--- src/hdl/sas_map.svh ---
`ifndef SAS_MAP_SVH
`define SAS_MAP_SVH
// conversion length in clock periods
`define SAS_CONV_TADS      4'd11
// delay after a software abort, in clock periods
`define SAS_ABORT_TADS     4'd2
// clock select codes
`define SAS_CS_DIV2        3'h0
`define SAS_CS_DIV4        3'h4
`define SAS_CS_DIV8        3'h1
`define SAS_CS_DIV16       3'h5
`define SAS_CS_DIV32       3'h2
`define SAS_CS_DIV64       3'h6
// half-periods in ref_clk cycles for each divider ratio
`define SAS_HALF_DIV2      6'h01
`define SAS_HALF_DIV4      6'h02
`define SAS_HALF_DIV8      6'h04
`define SAS_HALF_DIV16     6'h08
`define SAS_HALF_DIV32     6'h10
`define SAS_HALF_DIV64     6'h20
// rc oscillator modelled as a divider of ref_clk: 4 us at 8 ns
`define SAS_RC_PERIOD_NS   4000
`define SAS_CLK_PERIOD_NS  8
`define SAS_RC_CYCLES      10'((`SAS_RC_PERIOD_NS) / (`SAS_CLK_PERIOD_NS))
// one instruction cycle is four oscillator periods
`define SAS_INSTR_CYCLES   3'h4
`define SAS_RESULT_RST     10'h000
`endif

--- src/hdl/sas_pkg.sv ---
package sas_pkg;
  typedef enum logic [1:0] {
    SAS_IDLE  = 2'b00,
    SAS_DELAY = 2'b01,
    SAS_CONV  = 2'b10,
    SAS_ABORT = 2'b11
  } sas_state_e;
endpackage

--- src/hdl/sar_adc_sequencer.sv ---
`timescale 1ns/1ps
`include "sas_map.svh"
module sar_adc_sequencer
  import sas_pkg::*;
(
  // clock and reset
  input  wire logic       ref_clk,
  input  wire logic       rst_n,
  // software control bits
  input  wire logic       moduleOnBit,
  input  wire logic       goWrite,
  input  wire logic       goWriteVal,
  input  wire logic [2:0] channelSelectField,
  input  wire logic       referenceSelectBit,
  input  wire logic [2:0] convClockSelectField,
  input  wire logic       resultFormatBit,
  input  wire logic       convIrqEnable,
  input  wire logic       flagClear,
  // system state and trigger
  input  wire logic       sleepMode,
  input  wire logic       specialTrigger,
  // comparator from the analog array
  input  wire logic       cmpAbove,
  // analog front-end controls
  output logic [2:0]      muxChannel,
  output logic            refExternal,
  output logic            sampleEn,
  output logic            analogPowerOn,
  output logic [9:0]      dacCode,
  // status and results
  output logic            goDone,
  output logic            convCompleteFlag,
  output logic            convIrq,
  output logic            wakeRequest,
  output logic            timerClear,
  output logic [7:0]      resultHighReg,
  output logic [7:0]      resultLowReg
);
  sas_state_e state_q;
  sas_state_e state_d;
  logic [3:0] tadCnt_q;
  logic [3:0] tadCnt_d;
  logic [9:0] sar_q;
  logic [9:0] sar_d;
  logic [9:0] result_q;
  logic [2:0] instrCnt_q;
  logic       tadTick;
  logic       isRc;
  logic       poweredOn;
  logic       sleepAbort;
  logic       swAbort;
  logic       startReq;
  logic       convDone;
  logic       rcIdleOff_q;
  logic [3:0] bitIdx;
  logic [9:0] trialBit;
  logic [9:0] decided;
  logic [7:0] fmtHigh;
  logic [7:0] fmtLow;
  logic [9:0] resultNext;
  logic       tickRun;
  logic       goNext;
  logic       flagNext;
  logic       irqNext;
  logic       wakeNext;
  logic       sampleNext;
  logic       rcOffSet;
  logic       rcOffClr;

  assign isRc       = (convClockSelectField[1:0] == 2'b11);
  // rc conversion in sleep without interrupt shuts analog off until wake
  assign poweredOn  = moduleOnBit && !(sleepMode && !isRc) && !rcIdleOff_q;
  assign sleepAbort = sleepMode && !isRc && (state_q != SAS_IDLE);
  assign swAbort    = goWrite && !goWriteVal && (state_q == SAS_CONV || state_q == SAS_DELAY);
  // trigger or software write both set go
  assign startReq   = moduleOnBit && (state_q == SAS_IDLE)
                      && ((goWrite && goWriteVal) || specialTrigger);
  assign convDone   = (state_q == SAS_CONV) && tadTick && (tadCnt_q == `SAS_CONV_TADS - 4'd1);

  // bit under test: msb at period 1, lsb at period 10
  assign bitIdx   = 4'(4'd10 - tadCnt_q);
  assign trialBit = (tadCnt_q >= 4'd1 && tadCnt_q <= 4'd10) ? (10'h001 << bitIdx) : 10'h000;
  assign decided  = cmpAbove ? (sar_q & ~trialBit) : sar_q;

  // new code reaches the result pair on the same edge as the flag
  assign resultNext = convDone ? decided : result_q;
  assign fmtHigh = resultFormatBit ? {6'h00, resultNext[9:8]} : resultNext[9:2];
  assign fmtLow  = resultFormatBit ? resultNext[7:0] : {resultNext[1:0], 6'h00};

  // status decode; the irq term follows the flag's next value
  assign goNext     = (state_d == SAS_DELAY || state_d == SAS_CONV);
  assign flagNext   = convDone || (convCompleteFlag && !flagClear);
  assign irqNext    = convIrqEnable && flagNext;
  assign wakeNext   = convIrqEnable && sleepMode && convDone;
  assign sampleNext = poweredOn && (state_d == SAS_IDLE || state_d == SAS_DELAY);
  assign rcOffSet   = convDone && isRc && sleepMode && !convIrqEnable;
  assign rcOffClr   = !sleepMode || !moduleOnBit;
  // abort restarts the divider so the hold-off spans two whole periods
  assign tickRun    = (state_q == SAS_CONV && state_d != SAS_ABORT) || state_q == SAS_ABORT;

  sas_tick_gen u_tick (
    .ref_clk (ref_clk),
    .rst_n   (rst_n),
    .run     (tickRun),
    .clkSel  (convClockSelectField),
    .tadTick (tadTick)
  );

  always_comb
  begin
    state_d  = state_q;
    tadCnt_d = tadCnt_q;
    sar_d    = sar_q;
    unique case (state_q)
      SAS_IDLE:
        if (startReq)
        begin
          // rc clock waits an instruction so sleep can execute first
          state_d  = isRc ? SAS_DELAY : SAS_CONV;
          tadCnt_d = 4'h0;
          sar_d    = 10'h000;
        end
      SAS_DELAY:
        if (swAbort || !moduleOnBit || sleepAbort)
          state_d = SAS_IDLE;
        else if (instrCnt_q == `SAS_INSTR_CYCLES - 3'd1)
          state_d = SAS_CONV;
      SAS_CONV:
        if (!moduleOnBit || sleepAbort)
          state_d = SAS_IDLE;
        else if (swAbort)
        begin
          state_d  = SAS_ABORT;
          tadCnt_d = 4'h0;
        end
        else if (tadTick)
        begin
          tadCnt_d = tadCnt_q + 4'd1;
          // tentatively set next bit, keep or drop on comparator
          sar_d    = decided | (trialBit >> 1);
          if (tadCnt_q == 4'd0)
            sar_d = 10'h200;
          if (convDone)
            state_d = SAS_IDLE;
        end
      SAS_ABORT:
        if (!moduleOnBit)
          state_d = SAS_IDLE;
        else if (tadTick)
        begin
          tadCnt_d = tadCnt_q + 4'd1;
          if (tadCnt_q == `SAS_ABORT_TADS - 4'd1)
            state_d = SAS_IDLE;
        end
    endcase
  end

  always_ff @(posedge ref_clk or negedge rst_n)
  begin
    if (!rst_n)
    begin
      state_q    <= SAS_IDLE;
      tadCnt_q   <= 4'h0;
      sar_q      <= 10'h000;
      instrCnt_q <= 3'h0;
    end
    else
    begin
      state_q    <= state_d;
      tadCnt_q   <= tadCnt_d;
      sar_q      <= sar_d;
      instrCnt_q <= (state_q == SAS_DELAY) ? 3'(instrCnt_q + 3'd1) : 3'h0;
    end
  end

  // result keeps the previous code across any abort that does not fall on the convDone cycle
  always_ff @(posedge ref_clk or negedge rst_n)
  begin
    if (!rst_n)
      result_q <= `SAS_RESULT_RST;
    else if (convDone)
      result_q <= decided;
  end

  always_ff @(posedge ref_clk or negedge rst_n)
  begin
    if (!rst_n)
      goDone <= 1'b0;
    else
      goDone <= goNext;
  end

  // set wins over a simultaneous software clear
  always_ff @(posedge ref_clk or negedge rst_n)
  begin
    if (!rst_n)
      convCompleteFlag <= 1'b0;
    else
      convCompleteFlag <= flagNext;
  end

  // rc power-down outlives the conversion until sleep ends
  always_ff @(posedge ref_clk or negedge rst_n)
  begin
    if (!rst_n)
      rcIdleOff_q <= 1'b0;
    else if (rcOffSet)
      rcIdleOff_q <= 1'b1;
    else if (rcOffClr)
      rcIdleOff_q <= 1'b0;
  end

  // input routing follows the control bits
  always_ff @(posedge ref_clk or negedge rst_n)
  begin
    if (!rst_n)
    begin
      muxChannel  <= 3'h0;
      refExternal <= 1'b0;
    end
    else
    begin
      muxChannel  <= channelSelectField;
      refExternal <= referenceSelectBit;
    end
  end

  // acquire whenever on and not converting or in abort hold-off
  always_ff @(posedge ref_clk or negedge rst_n)
  begin
    if (!rst_n)
    begin
      sampleEn      <= 1'b0;
      analogPowerOn <= 1'b0;
      dacCode       <= 10'h000;
    end
    else
    begin
      sampleEn      <= sampleNext;
      analogPowerOn <= poweredOn;
      dacCode       <= sar_d;
    end
  end

  always_ff @(posedge ref_clk or negedge rst_n)
  begin
    if (!rst_n)
      convIrq <= 1'b0;
    else
      convIrq <= irqNext;
  end

  always_ff @(posedge ref_clk or negedge rst_n)
  begin
    if (!rst_n)
      wakeRequest <= 1'b0;
    else
      wakeRequest <= wakeNext;
  end

  // a trigger with the module off leaves the timer alone
  always_ff @(posedge ref_clk or negedge rst_n)
  begin
    if (!rst_n)
      timerClear <= 1'b0;
    else
      timerClear <= specialTrigger && moduleOnBit;
  end

  // format bit acts at once on the stored code
  always_ff @(posedge ref_clk or negedge rst_n)
  begin
    if (!rst_n)
    begin
      resultHighReg <= 8'h00;
      resultLowReg  <= 8'h00;
    end
    else
    begin
      resultHighReg <= fmtHigh;
      resultLowReg  <= fmtLow;
    end
  end
endmodule // sar_adc_sequencer

--- src/hdl/sas_tick_gen.sv ---
`timescale 1ns/1ps
`include "sas_map.svh"
module sas_tick_gen
  import sas_pkg::*;
(
  // clock and reset
  input  wire logic       ref_clk,
  input  wire logic       rst_n,
  // control
  input  wire logic       run,
  input  wire logic [2:0] clkSel,
  // one-cycle enable per conversion clock period
  output logic            tadTick
);
  logic [5:0] halfCnt;
  logic [9:0] rcLen;
  logic [9:0] sysLen;
  logic [9:0] periodLen;
  logic [9:0] cnt_q;
  logic [9:0] cnt_d;
  logic       isRc;

  assign isRc = (clkSel[1:0] == 2'b11);
  assign halfCnt = (clkSel == `SAS_CS_DIV2)  ? `SAS_HALF_DIV2  :
                   (clkSel == `SAS_CS_DIV4)  ? `SAS_HALF_DIV4  :
                   (clkSel == `SAS_CS_DIV8)  ? `SAS_HALF_DIV8  :
                   (clkSel == `SAS_CS_DIV16) ? `SAS_HALF_DIV16 :
                   (clkSel == `SAS_CS_DIV32) ? `SAS_HALF_DIV32 :
                                               `SAS_HALF_DIV64;
  // system-derived periods track ref_clk; rc period is fixed in time
  assign sysLen    = {3'h0, halfCnt, 1'b0};
  assign rcLen     = `SAS_RC_CYCLES;
  assign periodLen = isRc ? rcLen : sysLen;
  assign cnt_d     = (!run || cnt_q == periodLen - 10'd1) ? 10'h000 : cnt_q + 10'd1;

  always_ff @(posedge ref_clk or negedge rst_n)
  begin
    if (!rst_n)
    begin
      cnt_q   <= 10'h000;
      tadTick <= 1'b0;
    end
    else
    begin
      cnt_q   <= cnt_d;
      tadTick <= run && (cnt_q == periodLen - 10'd1);
    end
  end
endmodule // sas_tick_gen

--- config.mk ---
export PLATFORM = sky130hd
export DESIGN_NAME = sar_adc_sequencer
export DESIGN_NICKNAME = d
export VERILOG_FILES = /design/src/hdl/sas_pkg.sv /design/src/hdl/sar_adc_sequencer.sv /design/src/hdl/sas_tick_gen.sv
export VERILOG_INCLUDE_DIRS = /design/src /design/src/hdl
export SDC_FILE = /design/constraint.sdc
export NUM_CORES = 1
export LEC_CHECK = 0
export BUFFER_PORTS_ARGS = -buffer_cell sky130_fd_sc_hd__buf_2
export CAP_MARGIN = 0
export CORE_ASPECT_RATIO = 1.25
export CORE_UTILIZATION = 55
export DETAILED_ROUTE_END_ITERATION = 6
export HOLD_SLACK_MARGIN = 0.15
export PLACE_DENSITY = 0.77
export SETUP_SLACK_MARGIN = 0.1
export SLEW_MARGIN = 20
export SYNTH_ARGS = -nofsm -noshare
export SYNTH_HDL_FRONTEND = slang
export SYNTH_SLANG_ARGS = --single-unit
--- constraint.sdc ---
create_clock -name ref_clk -period 2.9 [get_ports ref_clk]
set_clock_uncertainty 0.2 [all_clocks]
set_input_delay 0 -clock ref_clk [delete_from_list [all_inputs] [get_ports ref_clk]]
set_output_delay 0 -clock ref_clk [all_outputs]
set_load 0.01 [all_outputs]
## After elaboration in Yosys (flattened, before gate mapping)

Index checks and enable logic that the tools add are counted.

| cells by class | value |
|---|---|
| add/sub/neg operators | 5 |
| $lt $le $gt $ge | 2 |
| eq/ne operators | 20 |
| shift operators | 1 |
| muxes and demuxes | 39 |
| bitwise logic cells | 3 |
| reductions and logical operators | 53 |

Operator list:

| kind | number |
|---|---|
| 2-to-1 mux 10 bit | 9 |
| 2-to-1 mux 6 bit | 5 |
| logical AND 1 bit | 23 |
| 2-to-1 mux 2 bit | 11 |
| 2-to-1 mux 4 bit | 5 |
| case mux 10 bit (2 select lines) | 1 |
| 2-to-1 mux 8 bit | 2 |
| case mux 4 bit (3 select lines) | 1 |
| logical OR 1 bit | 11 |
| adder 10 x 1 -> 10 bit, second input constant | 1 |
| AND 10 bit | 1 |
| == test 10 bit | 1 |
| inequality test 2 bit, second input constant | 5 |
| NOT 10 bit | 1 |
| bitwise OR 10 x 9 -> 10 bit | 1 |
| << shifter 1 x 4 -> 10 bit, first input constant | 1 |
| subtractor 10 x 1 -> 10 bit, second input constant | 1 |
| logical NOT 1 bit | 9 |
| 2-to-1 mux 9 bit | 1 |
| == test 2 bit, second input constant | 4 |
| case mux 2 bit (4 select lines) | 1 |
| == test 3 x 2 -> 1 bit, second input constant | 2 |
| == test 3 bit, second input constant | 2 |
| nonzero test 2 bit | 3 |
| other kinds (18) | 21 |

| storage, ports and cells | value |
|---|---|
| flip-flop bits (word level) | 68 |
| output and inout port bits | 37 |
| word-level logic and storage cells | 142 |

## Logic depth before layout (Yosys ltp)

| logic depth | value |
|---|---|
| depth in word-level cells | 14 |
| gate-level depth with buffers | 14 |

## By module

Synthesis repeated with hierarchy kept, for this count alone.

| unflattened totals | value |
|---|---|
| cell total of the unflattened synthesis | 361 |
| area total of the unflattened synthesis | 3667.3 um^2 |

Modules (own cells, without submodules):

| module | instances | cells each | area each (um^2) | sequential area each (um^2) |
|---|---|---|---|---|
| sar_adc_sequencer | 1 | 266 | 2866.5 | 1426.4 |
| sas_tick_gen | 1 | 95 | 800.8 | 275.3 |

## Worst setup path before layout

OpenSTA, ideal clock, no wires.

| timing | value |
|---|---|
| path kind | reg2reg |
| start | register tadCnt_q[1] |
| end | register u_tick.cnt_q[3] |
| library setup time | 72 ps |
| arrival | 2377 ps |
| data required time | 2628 ps |
| path slack | 252 ps |
| cell stages (with the launch flop) | 14 |
| path buffers | 1 |
| path through | dfrtp_1 -> inv_1 -> ha_1 -> nand2_1 -> o311ai_0 -> a21oi_1 -> nor4_1 -> a21oi_1 -> ha_1 -> inv_1 -> a21oi_1 -> a41o_1 -> buf_4 -> nor2_1 |

| between the ends | value |
|---|---|
| longest elaborated chain between the ends | 13 |
| elaborated cells on any way between the ends | 17 |
| those cells by class | 3 x eq/ne; 9 x mux; 5 x reduce/logical |

RTL lines:

| item | line | source |
|---|---|---|
| start: declaration | sar_adc_sequencer.sv:41 | `logic [3:0] tadCnt_q;` |
| start signal: assignment | sar_adc_sequencer.sv:170 | `tadCnt_q <= tadCnt_d;` |
| == test 4 bit | sar_adc_sequencer.sv:78 | `` assign convDone = (state_q == SAS_CONV) && tadTick && (tadCnt_q == `SAS_CONV_TADS - 4'd1); `` |
| logical AND 1 bit | sar_adc_sequencer.sv:78 |  |
| 2-to-1 mux 2 bit | sar_adc_sequencer.sv:143 | `if (convDone)` |
| 2-to-1 mux 2 bit | sar_adc_sequencer.sv:136 | `else if (tadTick)` |
| 2-to-1 mux 2 bit | sar_adc_sequencer.sv:131 | `else if (swAbort)` |
| 2-to-1 mux 2 bit | sar_adc_sequencer.sv:129 | `if (!moduleOnBit \|\| sleepAbort)` |
| case mux 2 bit (4 select lines) (*) | sar_adc_sequencer.sv:114 | `unique case (state_q)` |
| net state_d[1] | sar_adc_sequencer.sv:40 | `sas_state_e state_d;` |
| inequality test 2 bit (*) | sar_adc_sequencer.sv:99 | `assign tickRun = (state_q == SAS_CONV && state_d != SAS_ABORT) \|\| state_q == SAS_ABORT;` |
| logical AND 1 bit (*) | sar_adc_sequencer.sv:99 |  |
| logical OR 1 bit (*) | sar_adc_sequencer.sv:99 |  |
| logical NOT 1 bit (*) | sas_tick_gen.sv:34 | `assign cnt_d = (!run \|\| cnt_q == periodLen - 10'd1) ? 10'h000 : cnt_q + 10'd1;` |
| logical OR 1 bit (*) | sas_tick_gen.sv:34 |  |
| 2-to-1 mux 10 bit (*) | sas_tick_gen.sv:34 |  |
| net u_tick.cnt_d[3] | sas_tick_gen.sv:20 | `logic [9:0] cnt_d;` |
| end signal: assignment | sas_tick_gen.sv:45 | `cnt_q <= cnt_d;` |
| end: declaration | sas_tick_gen.sv:19 | `logic [9:0] cnt_q;` |

Mark *: on every way through the listed nets, which the timed path passes. The rest lies on a longest branch.
A chain may end at the register's enable or synchronous reset.

## Worst setup path in the final report

| timing | value |
|---|---|
| start | register state_q[0] |
| end | register u_tick.cnt_q[1] |

| between the ends | value |
|---|---|
| longest elaborated chain between the ends | 14 |
| elaborated cells on any way between the ends | 32 |
| those cells by class | 4 x eq/ne; 12 x mux; 16 x reduce/logical |

RTL lines:

| item | line | source |
|---|---|---|
| start: declaration | sar_adc_sequencer.sv:39 | `sas_state_e state_q;` |
| start signal: assignment | sar_adc_sequencer.sv:169 | `state_q <= state_d;` |
| == test 2 bit | sar_adc_sequencer.sv:74, sar_adc_sequencer.sv:78, sar_adc_sequencer.sv:114 |  |
| logical AND 1 bit (2 in a row) | sar_adc_sequencer.sv:78 |  |
| 2-to-1 mux 2 bit | sar_adc_sequencer.sv:143 |  |
| 2-to-1 mux 2 bit | sar_adc_sequencer.sv:136 |  |
| 2-to-1 mux 2 bit | sar_adc_sequencer.sv:131 |  |
| 2-to-1 mux 2 bit | sar_adc_sequencer.sv:129 |  |
| case mux 2 bit (4 select lines) (*) | sar_adc_sequencer.sv:114 |  |
| net state_d[0] | sar_adc_sequencer.sv:40 |  |
| inequality test 2 bit (*) | sar_adc_sequencer.sv:99 |  |
| logical AND 1 bit (*) | sar_adc_sequencer.sv:99 |  |
| logical OR 1 bit (*) | sar_adc_sequencer.sv:99 |  |
| logical NOT 1 bit (*) | sas_tick_gen.sv:34 |  |
| logical OR 1 bit (*) | sas_tick_gen.sv:34 |  |
| 2-to-1 mux 10 bit (*) | sas_tick_gen.sv:34 |  |
| net u_tick.cnt_d[1] | sas_tick_gen.sv:20 |  |

Marks and branches as above.

==> metrics.csv <==
stage,metric,value,unit
layout,diodes,0,
route,drt_first_pass_iters,5,
yosys,synth_ff_type,dfrtp_1,
critical_path,path_max_fanout,4,
yosys,synthArstFlopShare,1.00,
yosys,syn_inst,363,
critical_path,r2r_cells,12,
route,drt-initial-drc-count,274,
yosys,synth_cell_type_count,60,
timing,drv_slew,0,
timing,max_slew_margin,0.539,
critical_path,r2r-start,state_q[0],
critical_path,startpoint_type,flop,
layout,nFillCells,493,
yosys,synth_area_per_cell,10.2,µm²
timing,finalSetupViolCount,0,
pwr,vdd_drop_max,0.000569,V
yosys,ys_seq_area_frac,0.460,
clock_network,cts_buffers,9,
route,routed_wl,8.88,mm
critical_path,timing.rr.end,u_tick.cnt_q[1],
floorplanning,die_area,7060,µm²
timing,fmax,363,MHz
critical_path,slowest_delay,400,ps
pwr,powerDensity,605,nW/µm²
timing,post-route-period-util,0.951,
floorplanning,die_x,75.3,µm
critical_path,endpoint_kind,flop,
grt,grt.overflow.total,0,
yosys,synth_warnings,0,
critical_path,reg2reg_slack,140,ps
floorplanning,rows,33,
pwr,leakagePower,2.24,nW
route,wire_per_inst,16.1,µm
yosys,synth_seq_cells,68,
critical_path,critPathKind,reg2reg,
yosys,synth_enable_flop_cells,0,
clock_network,htreeDepth,3,
worst_hold_path,min_path_type,in2reg,
placement,port-buffer-count,54,
layout,drive_gt1_frac,0.256,
critical_path,cp_top_family,compound AO/OA/AOI/OAI gates,
grt,antenna_found_initial,0,
grt,grt_first_pass_wirelength,14.3,mm
timing,hold_viol_final,0,
placement,gp_congestion,0.886,
clock_network,clk_pin_slew_worst_paths,80,ps
route,via_count,3199,
timing,worstMarginPinSlew,685,ps
job,maxCapViolCount,0,
layout,fin_nets,503,
clock_network,cts_sinks,68,
grt,grt.total_usage,0.266,
layout,syn_to_final_growth,26.8,%
grt,grt_pass1_vias,3115,
timing,layout_min_cycle_time,2760,ps
yosys,synth.net_count,407,
layout,fin_area,4690,µm²
critical_path,required,2930,ps
route,viasPerCell,5.81,
placement,place_inst,504,
floorplanning,die_y,93.7,µm
worst_hold_path,worstHoldStart,flagClear,
route,drc,0,
floorplanning,core-area,6520,µm²
layout,fin_cells,551,
clock_network,cts_tree,built,
worst_hold_path,holdPathEnd,convCompleteFlag,
grt,grt_max_degree,31,
yosys,syn_area,3700,µm²
timing,rsz0062_at_grt,false,
placement,dp_hpwl,5.86,mm
critical_path,cp_data_arrival_time,2790,ps
critical_path,worst-path-buf-inv,2,
critical_path,path_cells,inv_2 > ha_4 > nand3b_1 > nand4b_1 > o211ai_1 > nand2_1 > o211ai_1 > ha_2 > inv_2 > a21oi_4 > a41o_1 > nor2_1,
clock_network,clk_latency,350,ps
clock_network,clockRootBuffer,clkbuf_8,
placement,post_dp_cell_area,4100,µm²
floorplanning,start_util,0.567,
floorplanning,io_pins,55,
worst_hold_path,hold_depth,3,
clock_network,clockBufferDepth,2,
route,antenna_left,0,
outcome,status,completed,
critical_path,cpMaxStageDelayCell,dfrtp_1,
[layout by cell type, fill, tap and decap left out, drive strengths merged, types with 4 or more instances in the layout]
master,netlist,routed
a21oi,19,19
a22oi,6,6
a32oi,4,4
and2,11,11
buf,8,76
clkbuf,6,10
dfrtp,68,68
dlygate4sd3,0,22
ha,26,26
inv,23,24
mux2,6,6
mux2i,4,4
nand2,22,22
nand2b,5,5
nand3,13,13
nand3b,4,4
nor2,28,28
nor2b,8,8
nor3,6,6
nor3b,4,4
nor4,4,4
o211ai,8,8
o21a,4,4
o21ai,17,17
o31ai,5,5
xnor2,7,7
xor2,6,6
[routing by layer]
layer,global-route usage,wire [µm],vias up
met2,0.435,4560,127
met5,0,0,-
met3,0.0386,368,27
met1,0.328,3660,1556
met4,0.154,295,0
li1,-,-,1489
[synthesized netlist by cell type, drive strengths merged (5+ instances only)]
cell / instances / area share
nand3: 13 / 0.018
nand2b: 5 / 0.010
nor2b: 8 / 0.014
a21oi: 19 / 0.026
inv: 23 / 0.023
a22oi: 6 / 0.012
o21ai: 17 / 0.023
nor2: 28 / 0.028
buf: 8 / 0.016
nand2: 22 / 0.022
mux2: 6 / 0.018
and2: 11 / 0.019
nor3: 6 / 0.0081
o31ai: 5 / 0.010
dfrtp: 68 / 0.46
xor2: 6 / 0.014
ha: 26 / 0.088
clkbuf: 6 / 0.0061
o211ai: 8 / 0.016
xnor2: 7 / 0.017
[worst reg2reg max path, cell delays in order (launching register included)]
cell	delay, ps
dfrtp_1	400
inv_2	110
ha_4	210
nand3b_1	150
nand4b_1	190
o211ai_1	210
nand2_1	90
o211ai_1	310
ha_2	260
inv_2	60
a21oi_4	190
a41o_1	200
nor2_1	70
[logic make-up after synthesis]
kind of cell,share of synthesized area
AO/OA/AOI/OAI,0.170
XOR/XNOR,0.0308
adder cells (fa/ha/maj),0.0880
buffers and inverters,0.0450
flip-flops,0.460
multiplexers,0.0291
AND/OR/NAND/NOR,0.177
[state kept, by name (all words and copies together) (netlist names), 2 cells and up]
name           flops
resultLowReg       8
muxChannel         3
u_tick.cnt_q      10
resultHighReg      8
instrCnt_q         3
tadCnt_q           4
dacCode           10
state_q            2
result_q          10
[how the worst max path moves through the flow]
| stage | from | endpoint | depth (start not counted) |
|---|---|---|---|
| 4_1_cts | state_q[1] | u_tick.cnt_q[2] | 12 |
| 6_report | state_q[0] | u_tick.cnt_q[1] | 12 |
| 3_3_place_gp | state_q[1] | u_tick.cnt_q[4] | 12 |
| 2_1_floorplan | tadCnt_q[1] | u_tick.cnt_q[3] | 13 |
| 5_1_grt | state_q[0] | u_tick.cnt_q[1] | 12 |
| 3_5_place_dp | state_q[1] | u_tick.cnt_q[9] | 12 |
[report_power, final]
part           total, mW  internal [mW]  switching (mW)
Combinational      0.877          0.396           0.481
Clock              0.901          0.515           0.386
Sequential          1.06           1.01          0.0478
[area by class of cell]
class / count / area [µm²] / share of cell area
clock buffers: 10 / 138 / 0.0294
clock inverters: 6 / 95.1 / 0.0203
inverters: 23 / 88.8 / 0.0190
multi-input cells: 259 / 1900 / 0.405
flip-flops and latches: 68 / 1700 / 0.364
well taps: 87 / 109 / 0.0232
repair buffers: 98 / 656 / 0.140
[stage by stage]
step                      setup TNS (ps)  power [mW]  utilization  hold slack, ps  setup slack [ps]
after floorplan                        0        1.52            -            -496               252
after global placement                 0        1.69        0.629            -310              77.3
after detailed placement            -437        1.71        0.629            -305             -62.7
after CTS                              0        2.68        0.703             191               141
after global routing                   0        2.96        0.718             236              30.8
final                                  0        2.83        0.718             207               142
[what timing repair did]
item,CTS,global route
pin swaps,1,10
gates cloned,1,0
endpoints found under the hold margin,103,0
hold buffers,22,0
setup buffers,1,7
setup endpoints to repair,9,11
gates resized for setup,5,14
No activity file was read; power rests on OpenSTA's default activity.
